**config.mk**
```make
export PLATFORM = sky130hd
export DESIGN_NAME = mssp_top
export DESIGN_NICKNAME = d
export VERILOG_FILES = /design/src/hw/mssp_pkg.sv /design/src/hw/mssp_rate_if.sv /design/src/hw/mssp_rate_gen.sv /design/src/hw/mssp_top.sv
export SDC_FILE = /design/constraint.sdc
export NUM_CORES = 1
export LEC_CHECK = 0
export ABC_AREA = 1
export BUFFER_PORTS_ARGS = -buffer_cell sky130_fd_sc_hd__buf_4
export CAP_MARGIN = 40
export CORE_UTILIZATION = 55
export CTS_CLUSTER_SIZE = 8
export DETAILED_ROUTE_END_ITERATION = 6
export PLACE_DENSITY = 0.83
export SLEW_MARGIN = 20
export SYNTH_ARGS = -nofsm -noshare
export SYNTH_HDL_FRONTEND = slang
export SYNTH_SLANG_ARGS = --single-unit
```
**constraint.sdc**
```tcl
create_clock -name clk -period 2.27 [get_ports clk]
set_input_delay 0.1135 -clock clk [delete_from_list [all_inputs] [get_ports clk]]
set_output_delay 0.1135 -clock clk [all_outputs]
set_load 0.05 [all_outputs]
```
**src/hw/mssp_pkg.sv**
```systemverilog
package mssp_pkg;
    // Register indices; byte address is four times the index
    localparam logic [7:0]  MSSP_IDX_DATA    = 8'hFD;
    localparam logic [7:0]  MSSP_IDX_CTRL    = 8'hFE;
    localparam logic [7:0]  MSSP_IDX_STAT    = 8'hFB;
    localparam logic [7:0]  MSSP_IDX_MASK    = 8'hFC;
    localparam logic [11:0] MSSP_ADDR_DATA   = {2'h0, MSSP_IDX_DATA, 2'h0};
    localparam logic [11:0] MSSP_ADDR_CTRL   = {2'h0, MSSP_IDX_CTRL, 2'h0};
    localparam logic [11:0] MSSP_ADDR_STAT   = {2'h0, MSSP_IDX_STAT, 2'h0};
    localparam logic [11:0] MSSP_ADDR_MASK   = {2'h0, MSSP_IDX_MASK, 2'h0};

    // Control register fields
    localparam int          MSSP_CTL_EN      = 7;
    localparam int          MSSP_CTL_BMS     = 6;
    localparam int          MSSP_CTL_BUSY    = 4;
    localparam int          MSSP_CTL_CPOL    = 3;
    localparam int          MSSP_CTL_CPHA    = 2;
    localparam logic [7:0]  MSSP_CTL_WMASK   = 8'hCF;
    localparam logic [7:0]  MSSP_CTL_RESET   = 8'h00;

    // Interrupt status fields
    localparam int          MSSP_IRQ_BYTE    = 0;
    localparam int          MSSP_IRQ_STSP    = 1;
    localparam int          MSSP_IRQ_ARB     = 2;
    localparam int          MSSP_IRQ_EXT     = 3;
    localparam int          MSSP_IRQ_W       = 4;

    // Half shift-clock period in core clocks: full divide 8, 16, 128, 256
    localparam logic [6:0]  MSSP_HALF_R0     = 7'h04;
    localparam logic [6:0]  MSSP_HALF_R1     = 7'h08;
    localparam logic [6:0]  MSSP_HALF_R2     = 7'h40;
    localparam logic [6:0]  MSSP_HALF_R3     = 7'h00;
    localparam logic [3:0]  MSSP_LAST_EDGE   = 4'hF;
    localparam int          MSSP_SYNC_N      = 3;

    typedef enum logic [1:0] {
        MSSP_IDLE = 2'b00,
        MSSP_RUN  = 2'b01,
        MSSP_DONE = 2'b10
    } mssp_state_t;
endpackage

```
**src/hw/mssp_rate_if.sv**
```systemverilog
`timescale 1ns/1ps
`default_nettype none
interface mssp_rate_if;
    logic       run;
    logic       hold;
    logic [1:0] rate;
    logic       tick;
    modport ctl (output run, output hold, output rate, input tick);
    modport gen (input run, input hold, input rate, output tick);
endinterface
`default_nettype wire

```
**src/hw/mssp_rate_gen.sv**
```systemverilog
`timescale 1ns/1ps
`default_nettype none
module mssp_rate_gen
    import mssp_pkg::*;
(
    input  wire logic  clk,
    input  wire logic  rst,
    mssp_rate_if.gen   rif
);
    logic [6:0] cnt_r;
    logic [6:0] half;

    always_comb begin
        unique case (rif.rate)
            2'b00: half = MSSP_HALF_R0;
            2'b01: half = MSSP_HALF_R1;
            2'b10: half = MSSP_HALF_R2;
            2'b11: half = MSSP_HALF_R3;
        endcase
    end

    // Half 0 wraps through 128 counts for the slowest rate
    always_ff @(posedge clk) begin
        if (rst || !rif.run) begin
            cnt_r <= 7'h01;
        end else if (!rif.hold) begin
            cnt_r <= (cnt_r == half) ? 7'h01 : cnt_r + 7'h01;
        end
    end

    assign rif.tick = rif.run && !rif.hold && (cnt_r == half);
endmodule // mssp_rate_gen
`default_nettype wire

```
**src/hw/mssp_top.sv**
```systemverilog
// Decided for this implementation: the APB interface to the registers.
`timescale 1ns/1ps
`default_nettype none
// Overview of operation
// - Three lines: data out, data in, clock
// - Enabled write shifts byte out MSB first
// - Input sampled same transfer, replaces outgoing byte
// - After eight clocks, byte to read buffer
// - Busy bit 4 high during transfer
// - Master only; clock always generated here
// - Clock polarity and phase programmable
// - Rate field divides core clock 8/16/128/256
// - Bus mode: clock stretching, arbitration loss
// - Interrupts raised on external channel two while enabled; it carries the pin when disabled
// - Source: pin, start/stop, arbitration loss, or byte end
// - Data at index 253, control at 254
module mssp_top
    import mssp_pkg::*;
(
    input  wire logic        clk,
    input  wire logic        rst,
    input  wire logic        psel,
    input  wire logic        penable,
    input  wire logic        pwrite,
    input  wire logic [11:0] paddr,
    input  wire logic [31:0] pwdata,
    output logic      [31:0] prdata,
    output logic             pready,
    output logic             pslverr,
    output logic             serial_out_line_o,
    output logic             serial_out_line_oe,
    input  wire logic        serial_in_line_i,
    output logic             sck_o,
    output logic             sck_oe,
    input  wire logic        sck_i,
    input  wire logic        external_irq_channel_two_pin,
    output logic             external_irq_channel_two,
    output logic             irq
);
    mssp_rate_if rif ();

    mssp_state_t           state_r;
    logic [7:0]            ctrl_r;
    logic [7:0]            shift_r;
    logic [7:0]            rx_buf_r;
    logic [3:0]            edge_r;
    logic                  tgl_r;
    logic                  out_r;
    logic [MSSP_IRQ_W-1:0] stat_r;
    logic [MSSP_IRQ_W-1:0] mask_r;
    logic [MSSP_IRQ_W-1:0] stat_set;
    logic [31:0]           prdata_r;
    logic [2:0]            s1_r;
    logic [2:0]            s2_r;
    logic [2:0]            s3_r;
    logic [2:0]            filt_r;
    logic [2:0]            filt_d_r;

    logic en;
    logic bus_mode_select;
    logic cpha;
    logic sck_lvl;
    logic sin_f;
    logic sin_s;
    logic sck_f;
    logic ext_f;
    logic acc;
    logic wr;
    logic rd;
    logic mapped;
    logic start;
    logic sample_edge;
    logic launch_edge;
    logic arb_lost;
    logic stsp;
    logic busy;

    assign en      = ctrl_r[MSSP_CTL_EN];
    assign bus_mode_select     = ctrl_r[MSSP_CTL_BMS];
    assign cpha    = ctrl_r[MSSP_CTL_CPHA];
    assign busy    = (state_r != MSSP_IDLE);
    assign sck_lvl = ctrl_r[MSSP_CTL_CPOL] ^ tgl_r;

    // APB slave: zero wait states, error on unmapped word
    assign acc     = psel && penable;
    assign wr      = acc && pwrite;
    assign rd      = acc && !pwrite;
    assign mapped  = (paddr == MSSP_ADDR_DATA) || (paddr == MSSP_ADDR_CTRL) ||
                     (paddr == MSSP_ADDR_STAT) || (paddr == MSSP_ADDR_MASK);
    assign pready  = 1'b1;
    assign pslverr = acc && !mapped;
    assign prdata  = prdata_r;

    // Pin inputs: three flops, a level counts once stages two and three agree
    genvar g;
    generate
        for (g = 0; g < MSSP_SYNC_N; g++) begin : g_sync
            logic pin;
            if (g == 0) begin : g_sin
                assign pin = serial_in_line_i;
            end else if (g == 1) begin : g_sck
                assign pin = sck_i;
            end else begin : g_ext
                assign pin = external_irq_channel_two_pin;
            end
            always_ff @(posedge clk) begin
                if (rst) begin
                    s1_r[g]     <= 1'b1;
                    s2_r[g]     <= 1'b1;
                    s3_r[g]     <= 1'b1;
                    filt_r[g]   <= 1'b1;
                    filt_d_r[g] <= 1'b1;
                end else begin
                    s1_r[g]     <= pin;
                    s2_r[g]     <= s1_r[g];
                    s3_r[g]     <= s2_r[g];
                    filt_d_r[g] <= filt_r[g];
                    if (s2_r[g] == s3_r[g]) begin
                        filt_r[g] <= s2_r[g];
                    end
                end
            end
        end
    endgenerate

    assign sin_f = filt_r[0];
    // Sampling takes the agreed level one edge before the filter flop holds it,
    // so a bit launched a half period earlier at the fastest rate is caught
    assign sin_s = (s2_r[0] == s3_r[0]) ? s2_r[0] : filt_r[0];
    assign sck_f = filt_r[1];
    assign ext_f = filt_r[2];

    // Rate divider; in bus mode a released clock held low by a slave stalls it
    assign rif.run  = (state_r == MSSP_RUN);
    assign rif.rate = ctrl_r[1:0];
    assign rif.hold = bus_mode_select && sck_lvl && !sck_f;

    mssp_rate_gen u_rate (
        .clk (clk),
        .rst (rst),
        .rif (rif)
    );

    assign start       = wr && (paddr == MSSP_ADDR_DATA) && en && !busy;
    assign sample_edge = rif.tick && (edge_r[0] == cpha);
    assign launch_edge = rif.tick && (edge_r[0] != cpha) && (edge_r != MSSP_LAST_EDGE);
    assign arb_lost    = bus_mode_select && sample_edge && out_r && !sin_s;
    // Start or stop: data line moves while the clock line stands high
    assign stsp        = en && bus_mode_select && sck_f && filt_d_r[1] && (sin_f != filt_d_r[0]);

    always_ff @(posedge clk) begin
        if (rst) begin
            ctrl_r <= MSSP_CTL_RESET;
            mask_r <= '0;
        end else if (wr && paddr == MSSP_ADDR_CTRL) begin
            ctrl_r <= pwdata[7:0] & MSSP_CTL_WMASK;
        end else if (wr && paddr == MSSP_ADDR_MASK) begin
            mask_r <= pwdata[MSSP_IRQ_W-1:0];
        end
    end

    // Transfer engine: sixteen clock edges carry eight bits
    always_ff @(posedge clk) begin
        if (rst) begin
            state_r <= MSSP_IDLE;
            edge_r  <= '0;
            tgl_r   <= 1'b0;
        end else if (!en) begin
            state_r <= MSSP_IDLE;
            edge_r  <= '0;
            tgl_r   <= 1'b0;
        end else begin
            unique case (state_r)
                MSSP_IDLE: begin
                    tgl_r  <= 1'b0;
                    edge_r <= '0;
                    if (start) begin
                        state_r <= MSSP_RUN;
                    end
                end
                MSSP_RUN: begin
                    if (arb_lost) begin
                        state_r <= MSSP_IDLE;
                        tgl_r   <= 1'b0;
                    end else if (rif.tick) begin
                        tgl_r  <= ~tgl_r;
                        edge_r <= edge_r + 4'h1;
                        if (edge_r == MSSP_LAST_EDGE) begin
                            state_r <= MSSP_DONE;
                        end
                    end
                end
                MSSP_DONE: begin
                    state_r <= MSSP_IDLE;
                end
                default: begin
                    state_r <= MSSP_IDLE;
                end
            endcase
        end
    end

    // Shared shift register: input bits enter as output bits leave
    always_ff @(posedge clk) begin
        if (rst) begin
            shift_r <= '0;
            out_r   <= 1'b1;
        end else if (start) begin
            shift_r <= pwdata[7:0];
            out_r   <= pwdata[7];
        end else if (state_r == MSSP_RUN) begin
            if (sample_edge) begin
                shift_r <= {shift_r[6:0], sin_s};
            end
            if (launch_edge) begin
                out_r <= shift_r[7];
            end
        end
    end

    // Receive buffer loaded in parallel once the byte is complete
    always_ff @(posedge clk) begin
        if (rst) begin
            rx_buf_r <= '0;
        end else if (state_r == MSSP_DONE) begin
            rx_buf_r <= shift_r;
        end
    end

    // Interrupt source follows enable and bus mode
    always_comb begin
        stat_set                = '0;
        stat_set[MSSP_IRQ_BYTE] = en && !bus_mode_select && (state_r == MSSP_DONE);
        stat_set[MSSP_IRQ_STSP] = stsp;
        stat_set[MSSP_IRQ_ARB]  = arb_lost;
        stat_set[MSSP_IRQ_EXT]  = !en && ext_f && !filt_d_r[2];
    end

    // Read clears status, but an event in the same cycle survives
    always_ff @(posedge clk) begin
        if (rst) begin
            stat_r <= '0;
        end else if (rd && paddr == MSSP_ADDR_STAT) begin
            stat_r <= stat_set;
        end else begin
            stat_r <= stat_r | stat_set;
        end
    end

    always_ff @(posedge clk) begin
        if (rst) begin
            prdata_r <= '0;
        end else if (psel && !penable && !pwrite) begin
            prdata_r <= '0;
            if (paddr == MSSP_ADDR_DATA) begin
                prdata_r[7:0] <= rx_buf_r;
            end else if (paddr == MSSP_ADDR_CTRL) begin
                prdata_r[7:0]         <= ctrl_r;
                prdata_r[MSSP_CTL_BUSY] <= busy;
            end else if (paddr == MSSP_ADDR_STAT) begin
                prdata_r[MSSP_IRQ_W-1:0] <= stat_r;
            end else if (paddr == MSSP_ADDR_MASK) begin
                prdata_r[MSSP_IRQ_W-1:0] <= mask_r;
            end
        end
    end

    assign irq = |(stat_r & mask_r);
    // Channel two carries the pin when disabled, the port's events otherwise
    assign external_irq_channel_two = en ? irq : ext_f;

    // Pins: open drain in bus mode, released to GPIO while disabled
    assign serial_out_line_o  = out_r;
    assign serial_out_line_oe = en && (!bus_mode_select || !out_r);
    assign sck_o              = sck_lvl;
    assign sck_oe             = en && (!bus_mode_select || !sck_lvl);
endmodule // mssp_top
`default_nettype wire
```
==> results by group, run 1 <==
Run status
  • Status: completed

Worst hold path
  • Min-delay src: pwdata[6]
  • Hold Path Class: input port to flip-flop
  • Hold Crit Endpoint: shift_r[6]
  • WHS Path Cells: 3

Synth
  • Synthesized area per cell: 7.32 sq um
  • Top cell type's share of synthesized area: about two fifths
  • Largest family of logic cells by synthesized area: simple AND/OR/NAND/NOR gates
  • Main synth FF type: dfxtp_1
  • Compound-Gate Fraction of Synth Area: 11.9%
  • Mux cell area share after synthesis: 0%
  • Mapped Cells: ~460
  • Synth Area in Simple Gates: 32.7%
  • Sequential-to-total area share from yosys stat: 40.9%
  • Post-synth EDFFs: 0
  • Number of synthesized register bits: 68
  • Synth Area in Adders: 1.13%
  • Leading area contributor after synthesis: dfxtp_1
  • Post-synthesis xor/xnor area fraction: less than 1%
  • Syn Std Cell Area: 3330 sq um
  • Fraction of registers with async set/reset: 0%
  • Yosys cell types: 39
  • Top area cells in the synthesized netlist: dfxtp_1 41%, nand2_1 9.9%, buf_4 5.6%
  • Yosys warning total: 0

Worst setup path
  • Critical path type: flip-flop to flip-flop
  • Worst flop-to-flop path startpoint: u_rate.cnt_r[0]
  • CP top delay family: simple AND/OR/NAND/NOR gates
  • R2r endpoint: shift_r[7]
  • Worst EP arrival: 2.06 ns
  • Crit end category: flip-flop
  • Most common cell on crit path: inv_1
  • Worst Path Required: 2.52 ns
  • CP peak stage delay: 0.33 ns
  • CP cell instances: inv_1, ha_1, inv_1, nor3_1, nand2_1, nor2_4, nand2_2, inv_1, nand2_2, nand2_1, nand3_1, nand2_1, inv_1
  • Crit path launch: u_rate.cnt_r[0]
  • Worst R2R Setup Slack: 0.46 ns
  • R2R cell count: 13
  • Setup crit start kind: flip-flop
  • Slowest cell on the critical path: dfxtp_1
  • Bufs and invs on worst path: 4
  • CP max FO: 8

Cells and area
  • Final instance area: 3900 sq um
  • Antenna Cells: 0
  • Final nets: around 560
  • Commonest non-fill, non-tap cell in the layout: nand2_1
  • Share of layout cells above drive strength 1: 17.9%
  • Area delta synth->final: 17.0%
  • Most frequent cells in the layout: 88 x nand2_1, 68 x dfxtp_1, 48 x inv_1

Timing
  • Final setup fails: 0
  • Fin crit period: 1.81 ns
  • Worst-Margin Slew: between 0.5 and 0.6 ns
  • Clock skew: 0.00752 ns
  • RSZ-0062 raised after global routing: false
  • Hold Vio Cnt, Final: 0
  • Setup_tns: 0 ns
  • Slew headroom: 61.7%
  • Slew Viols, Final: 0
  • Fmax: between 0.5 and 0.6 GHz
  • Fin crit share: around 80%

Clock tree
  • Post-cts sizing count: 0
  • Clk sinks: 68
  • CTS Buffer Depth: 2
  • CTS Buf Count: 9
  • Clock Pin Slew Worst Setup and Hold Paths: roughly 0.070 ns
  • CTS tree: yes
  • # H-tree levels: 3
  • Skew-Pair Late Insertion Delay: 0.34 ns
  • Root Driver: clkbuf_8

Route
  • Antenna-violating nets left: 0
  • 1st-iter DRT viols: 199
  • WL/cell: ~13 um
  • Via Count: ~3100
  • Pre-antenna DRT Iters: 4
  • Post-Route WL: slightly below 8000 um
  • DRC errors left: 0
  • Vias per cell: 5.38

Pwr
  • Pwr/cell area: roughly 660 nW/um^2
  • Sw power: 618 uW
  • Clock power frac: 44.3%
  • Combinational cell fraction of total power: between 8 and 9%
  • Switch share: 24.2%
  • Internal Power: 1940 uW
  • Max rail drop VDD: 494 uV
  • Seq pwr share: 47.2%
  • P_leak: 0.00161 uW

Global route
  • Largest net degree at the start of global routing: 32
  • Gr usage total: between 20% and 30%
  • Vias in the first global route: 2891
  • First-pass GRT wire length: 12700 um
  • Initial antenna violation count: 0
  • GRT overflow: 0

Floorplan
  • CORE AREA: 5680 sq um
  • Die area: roughly 6400 sq um
  • Row cnt: 27
  • Die W: 79.8 um
  • Top Ports: 92
  • Effective utilization at floorplan: 58.7%
  • Die Y: 79.8 um

Place
  • Routability congestion estimate from global placement: 0.883
  • Cell Area, Placed: 3630 sq um
  • DP HPWL: 5530 um
  • IO buf count: 42

Job
  • Max-cap viol count: 0
==> what timing repair did <==
| action | 4_1_cts | 5_1_grt |
|---|---|---|
| hold endpoints to repair | 3 | 0 |
| setup buffers | 0 | 0 |
| hold buffers | 3 | 0 |
==> cells by family (layout without fill, tap and decap cells) <==
| family | count (synthesis) | in the layout |
|---|---|---|
| and+or+nand+nor | 226 | 226 |
| buffers and inverters | 84 | 115 |
| AOI/OAI and AO/OA | 69 | 69 |
| DFF | 68 | 68 |
| adders and majority gates | 3 | 3 |
| xor gates and xnor gates | 3 | 3 |
| other | 2 | 25 |
==> power by group through the flow <==
stage                     clock network (uW)  logic [uW]  registers (uW)
final                                   1130         218            1210
after global routing                    1210         231            1210
after CTS                               1150         217            1210
after detailed placement                   0         212            1230
after global placement                     0         209            1230
after floorplan                            0         171            1240
==> registers in the layout, summed over array words and instances, names as in the netlist, 2 cells and up <==
name / flops
s1_r: 3
u_rate.cnt_r: 7
stat_r: 4
edge_r: 4
shift_r: 8
rx_buf_r: 8
mask_r: 4
prdata: 8
s3_r: 3
ctrl_r: 6
s2_r: 3
filt_d_r: 3
state_r: 2
==> worst register-to-register path, stage by stage (launching register included) <==
cell and delay [ns]:
dfxtp_1 0.33, inv_1 0.10, ha_1 0.16, inv_1 0.04, nor3_1 0.14, nand2_1 0.14, nor2_4 0.23, nand2_2 0.12
inv_1 0.11, nand2_2 0.12, nand2_1 0.09, nand3_1 0.06, nand2_1 0.06, inv_1 0.04
==> layout make-up <==
type / instances / area, sq um
Clock buffer: 11 / 151
Clock inverter: 5 / 83.8
Fill cell: 457 / 1780
Inverter: 51 / 191
Multi-Input combinational cell: 326 / 1650
Sequential cell: 68 / 1360
Tap cell: 72 / 90.1
Timing Repair Buffer: 48 / 368
==> metrics by stage <==
| step | power [uW] | hold WS (ns) | util, % | setup slack (ns) | instances |
|---|---|---|---|---|---|
| 2_1_floorplan | 1420 | 0.217 | - | 0.591 | 478 |
| 3_3_place_gp | 1440 | 0.301 | 64.0 | 0.575 | 562 |
| 3_5_place_dp | 1450 | 0.307 | 64.0 | 0.522 | 562 |
| 4_1_cts | 2580 | 0.0558 | 68.7 | 0.489 | 581 |
| 5_1_grt | 2650 | 0.0716 | 68.7 | 0.293 | 581 |
| 6_report | 2560 | 0.0631 | 68.7 | 0.462 | 581 |
==> synth_stat cells (3+ instances only) <==
| cell | n |
|---|---|
| inv_1 | 48 |
| or2_2 | 9 |
| nor3_1 | 20 |
| o211ai_1 | 4 |
| nand2_2 | 5 |
| nand3_1 | 34 |
| a21oi_1 | 28 |
| xor2_1 | 3 |
| nand2_1 | 88 |
| a31oi_1 | 5 |
| buf_4 | 25 |
| ha_1 | 3 |
| clkbuf_1 | 6 |
| nor2_4 | 5 |
| nor2_1 | 43 |
| o21ai_0 | 21 |
| dfxtp_1 | 68 |
| nand4_1 | 9 |
==> layer usage <==
metal  share of wire [%]  track usage (%)
met1                  43             31.9
met2                  48             43.5
met3                 6.3             4.57
met4                 2.1             14.1
met5                   0                0
==> how the worst max path moves through the flow <==
stage                                           to  slack (ns)  cells past startpoint
after detailed placement                shift_r[7]        0.52                     13
after floorplan           external_irq_channel_two        0.59                      4
after global placement                  shift_r[7]        0.57                     13
after CTS                               shift_r[7]        0.49                     13
after global routing                    shift_r[7]        0.29                     13
final                                   shift_r[7]        0.46                     13
Note: power is estimated with default switching activity, not from simulation.
==> inputs of run 2 (changes only) <==
--- a/config.mk
+++ b/config.mk
@@ -8,10 +8,10 @@
 export ABC_AREA = 1
 export BUFFER_PORTS_ARGS = -buffer_cell sky130_fd_sc_hd__buf_4
 export CAP_MARGIN = 40
-export CORE_UTILIZATION = 55
+export CORE_UTILIZATION = 47
 export CTS_CLUSTER_SIZE = 8
 export DETAILED_ROUTE_END_ITERATION = 6
-export PLACE_DENSITY = 0.83
+export PLACE_DENSITY = 0.76
 export SLEW_MARGIN = 20
 export SYNTH_ARGS = -nofsm -noshare
 export SYNTH_HDL_FRONTEND = slang
==> constraint.sdc (replaced) <==
create_clock -name clk -period 1.6 [get_ports clk]
set_input_delay 0.08 -clock clk [delete_from_list [all_inputs] [get_ports clk]]
set_output_delay 0.08 -clock clk [all_outputs]
set_load 0.05 [all_outputs]
==> run 2 against run 1 <==
Clock skew up 0.0025 ns. First-iteration DRC count down 16%. Sequential power up 41%. Clock-buffer cell count down 1. Register-to-register slack worse by 0.45 ns. Non-clock buffer count up 21. Worst hold slack worse by 0.045 ns. Final cell count up 7.9%. Flip-flop and latch count unchanged. Routed wire length up 6.2%. Die area up 17%. Critical path type unchanged. Critical endpoint is now state_r[0]. Largest cell class unchanged.
==> results by group, run 2 (same netlist as run 1, synthesis figures left out) <==
Route
  • DRC errors left: 0
  • Post-Route WL: 8160 um
  • Antenna-violating nets left: 0
  • Via Count: 3150
  • WL/cell: 13.0 um
  • 1st-iter DRT viols: 167
  • Pre-antenna DRT Iters: 5
  • Vias per cell: 5.02

Clock tree
  • Skew-Pair Late Insertion Delay: 0.35 ns
  • # H-tree levels: 3
  • Clock Pin Slew Worst Setup and Hold Paths: approximately 0.070 ns
  • Clk sinks: 68
  • CTS Buf Count: 9
  • CTS tree: yes
  • Root Driver: clkbuf_8
  • CTS Buffer Depth: 2

Pwr
  • Max rail drop VDD: 652 uV
  • P_leak: ~0.0017 uW
  • Sw power: 914 uW
  • Internal Power: 2550 uW
  • Switch share: 26.4%
  • Combinational cell fraction of total power: between 9 and 10%
  • Pwr/cell area: about 840 nW/um^2
  • Seq pwr share: 49.4%
  • Clock power frac: 41.5%

Global route
  • Initial antenna violation count: 0
  • Gr usage total: 22.6%
  • GRT overflow: 0
  • Largest net degree at the start of global routing: 32
  • Vias in the first global route: 2932
  • First-pass GRT wire length: 12900 um

Place
  • IO buf count: 42
  • Routability congestion estimate from global placement: 0.911
  • Pre-CTS WS: -0.103 ns
  • DP HPWL: 5980 um
  • Dpl cells: 604

Timing
  • RSZ-0062 raised after global routing: true
  • Fmax: 0.629 GHz
  • Slew Viols, Final: 0
  • Setup_tns: 0 ns
  • Fin crit share: 99.4%
  • Smallest hold slack: approximately 0.018 ns
  • Clock skew: approximately 0.010 ns
  • Fin crit period: about 1.6 ns
  • Final setup fails: 0
  • Final WS setup: 0.00975 ns
  • Hold Vio Cnt, Final: 0

Cells and area
  • Fillers: 624
  • Area delta synth->final: 23.7%
  • Share of layout cells above drive strength 1: 24.5%
  • Commonest non-fill, non-tap cell in the layout: nand2_1
  • Antenna Cells: 0
  • Final nets: 581
  • Storage element area: ~1400 sq um
  • Most frequent cells in the layout: 87 x nand2_1, 66 x buf_4, 63 x dfxtp_1
  • Area of the multi-input gates: 1710 sq um
  • Core Util, Final: 60.3%
  • Non-Filler Instances: 627

Floorplan
  • Top Ports: 92
  • Row cnt: 30
  • CORE AREA: about 6800 sq um
  • Die W: approximately 86 um
  • Die area: 7430 sq um
  • Die Y: 86.2 um
  • Effective utilization at floorplan: 48.8%

Run status
  • Status: completed

Worst setup path
  • CP max FO: 5
  • Worst flop-to-flop path startpoint: u_rate.cnt_r[0]
  • Worst R2R Setup Slack: around 0.0097 ns
  • Setup crit start kind: flip-flop
  • Critical path type: flip-flop to flip-flop
  • Crit end category: flip-flop
  • Worst Path Required: about 1.9 ns
  • Worst EP arrival: 1.84 ns
  • R2R cell count: 12
  • R2r endpoint: state_r[0]

Worst hold path
  • WHS Path Cells: 3
  • Hold Path Class: input port to flip-flop
  • Hold Crit Endpoint: serial_out_line_o
  • Min-delay src: pwdata[7]

Job
  • Max-cap viol count: 0
run 2: through the flow:
step / instance area, sq um / total power (uW)
6_report: 4120 / 3460
3_5_place_dp: 3800 / 2060
4_1_cts: 4060 / 3480
5_1_grt: 4120 / 3580
2_1_floorplan: 3420 / 2010
3_3_place_gp: 3800 / 2050
run 2: worst max-delay path: stages (launching register included):
cell	delay (ns)
dfxtp_2	0.33
inv_2	0.07
ha_4	0.12
inv_2	0.03
nor3_2	0.12
nand2_1	0.11
nor2_4	0.17
buf_4	0.17
nand4_4	0.12
nand3_1	0.10
nand3_1	0.06
nand2_1	0.06
nor2_1	0.04
run 2: worst max path at each step:
stage	cells past startpoint	from	to	slack [ns]
floorplan	13	u_rate.cnt_r[0]	shift_r[7]	0.04
global placement	11	u_rate.cnt_r[0]	edge_r[1]	0.007
detailed placement	11	u_rate.cnt_r[0]	edge_r[2]	-0.10
CTS	10	u_rate.cnt_r[0]	shift_r[3]	0.003
global route	11	u_rate.cnt_r[0]	edge_r[2]	-0.11
finish	12	u_rate.cnt_r[0]	state_r[0]	0.01
run 2: cell type report:
class,count,share of cell area (%)
clock buffer,10,3.34
tap,96,2.92
inverter,51,4.65
clock inverter,6,1.55
timing repair buffer,69,12.8
multi-input combinational,327,41.6
sequential,68,33.2
run 2: power by group through the flow:
stage                     Clock, uW  Sequential [uW]  Combinational, uW
after global routing           1540             1710                334
final                          1430             1710                315
after CTS                      1450             1710                312
after floorplan                   0             1770                242
after detailed placement          0             1750                306
after global placement            0             1750                302
run 2: routing by layer:
| layer | part of all wire, % | GRT usage [%] | up-vias | routed length, um |
|---|---|---|---|---|
| li1 | - | - | 1586 | - |
| met1 | 44 | 27.3 | 1426 | 3620 |
| met2 | 47 | 38.2 | 118 | 3840 |
| met3 | 6.4 | 4.19 | 20 | 520 |
| met4 | 2.3 | 11.8 | 0 | 186 |
| met5 | 0 | 0 | - | 0 |
run 2: repair_timing:
item,in CTS,in global routing
setup endpoints to repair,16,20
cloned,1,0
pin swaps,8,12
hold endpoints to repair,3,0
resized for setup,5,16
buffers inserted,0,3
hold buffers,3,0
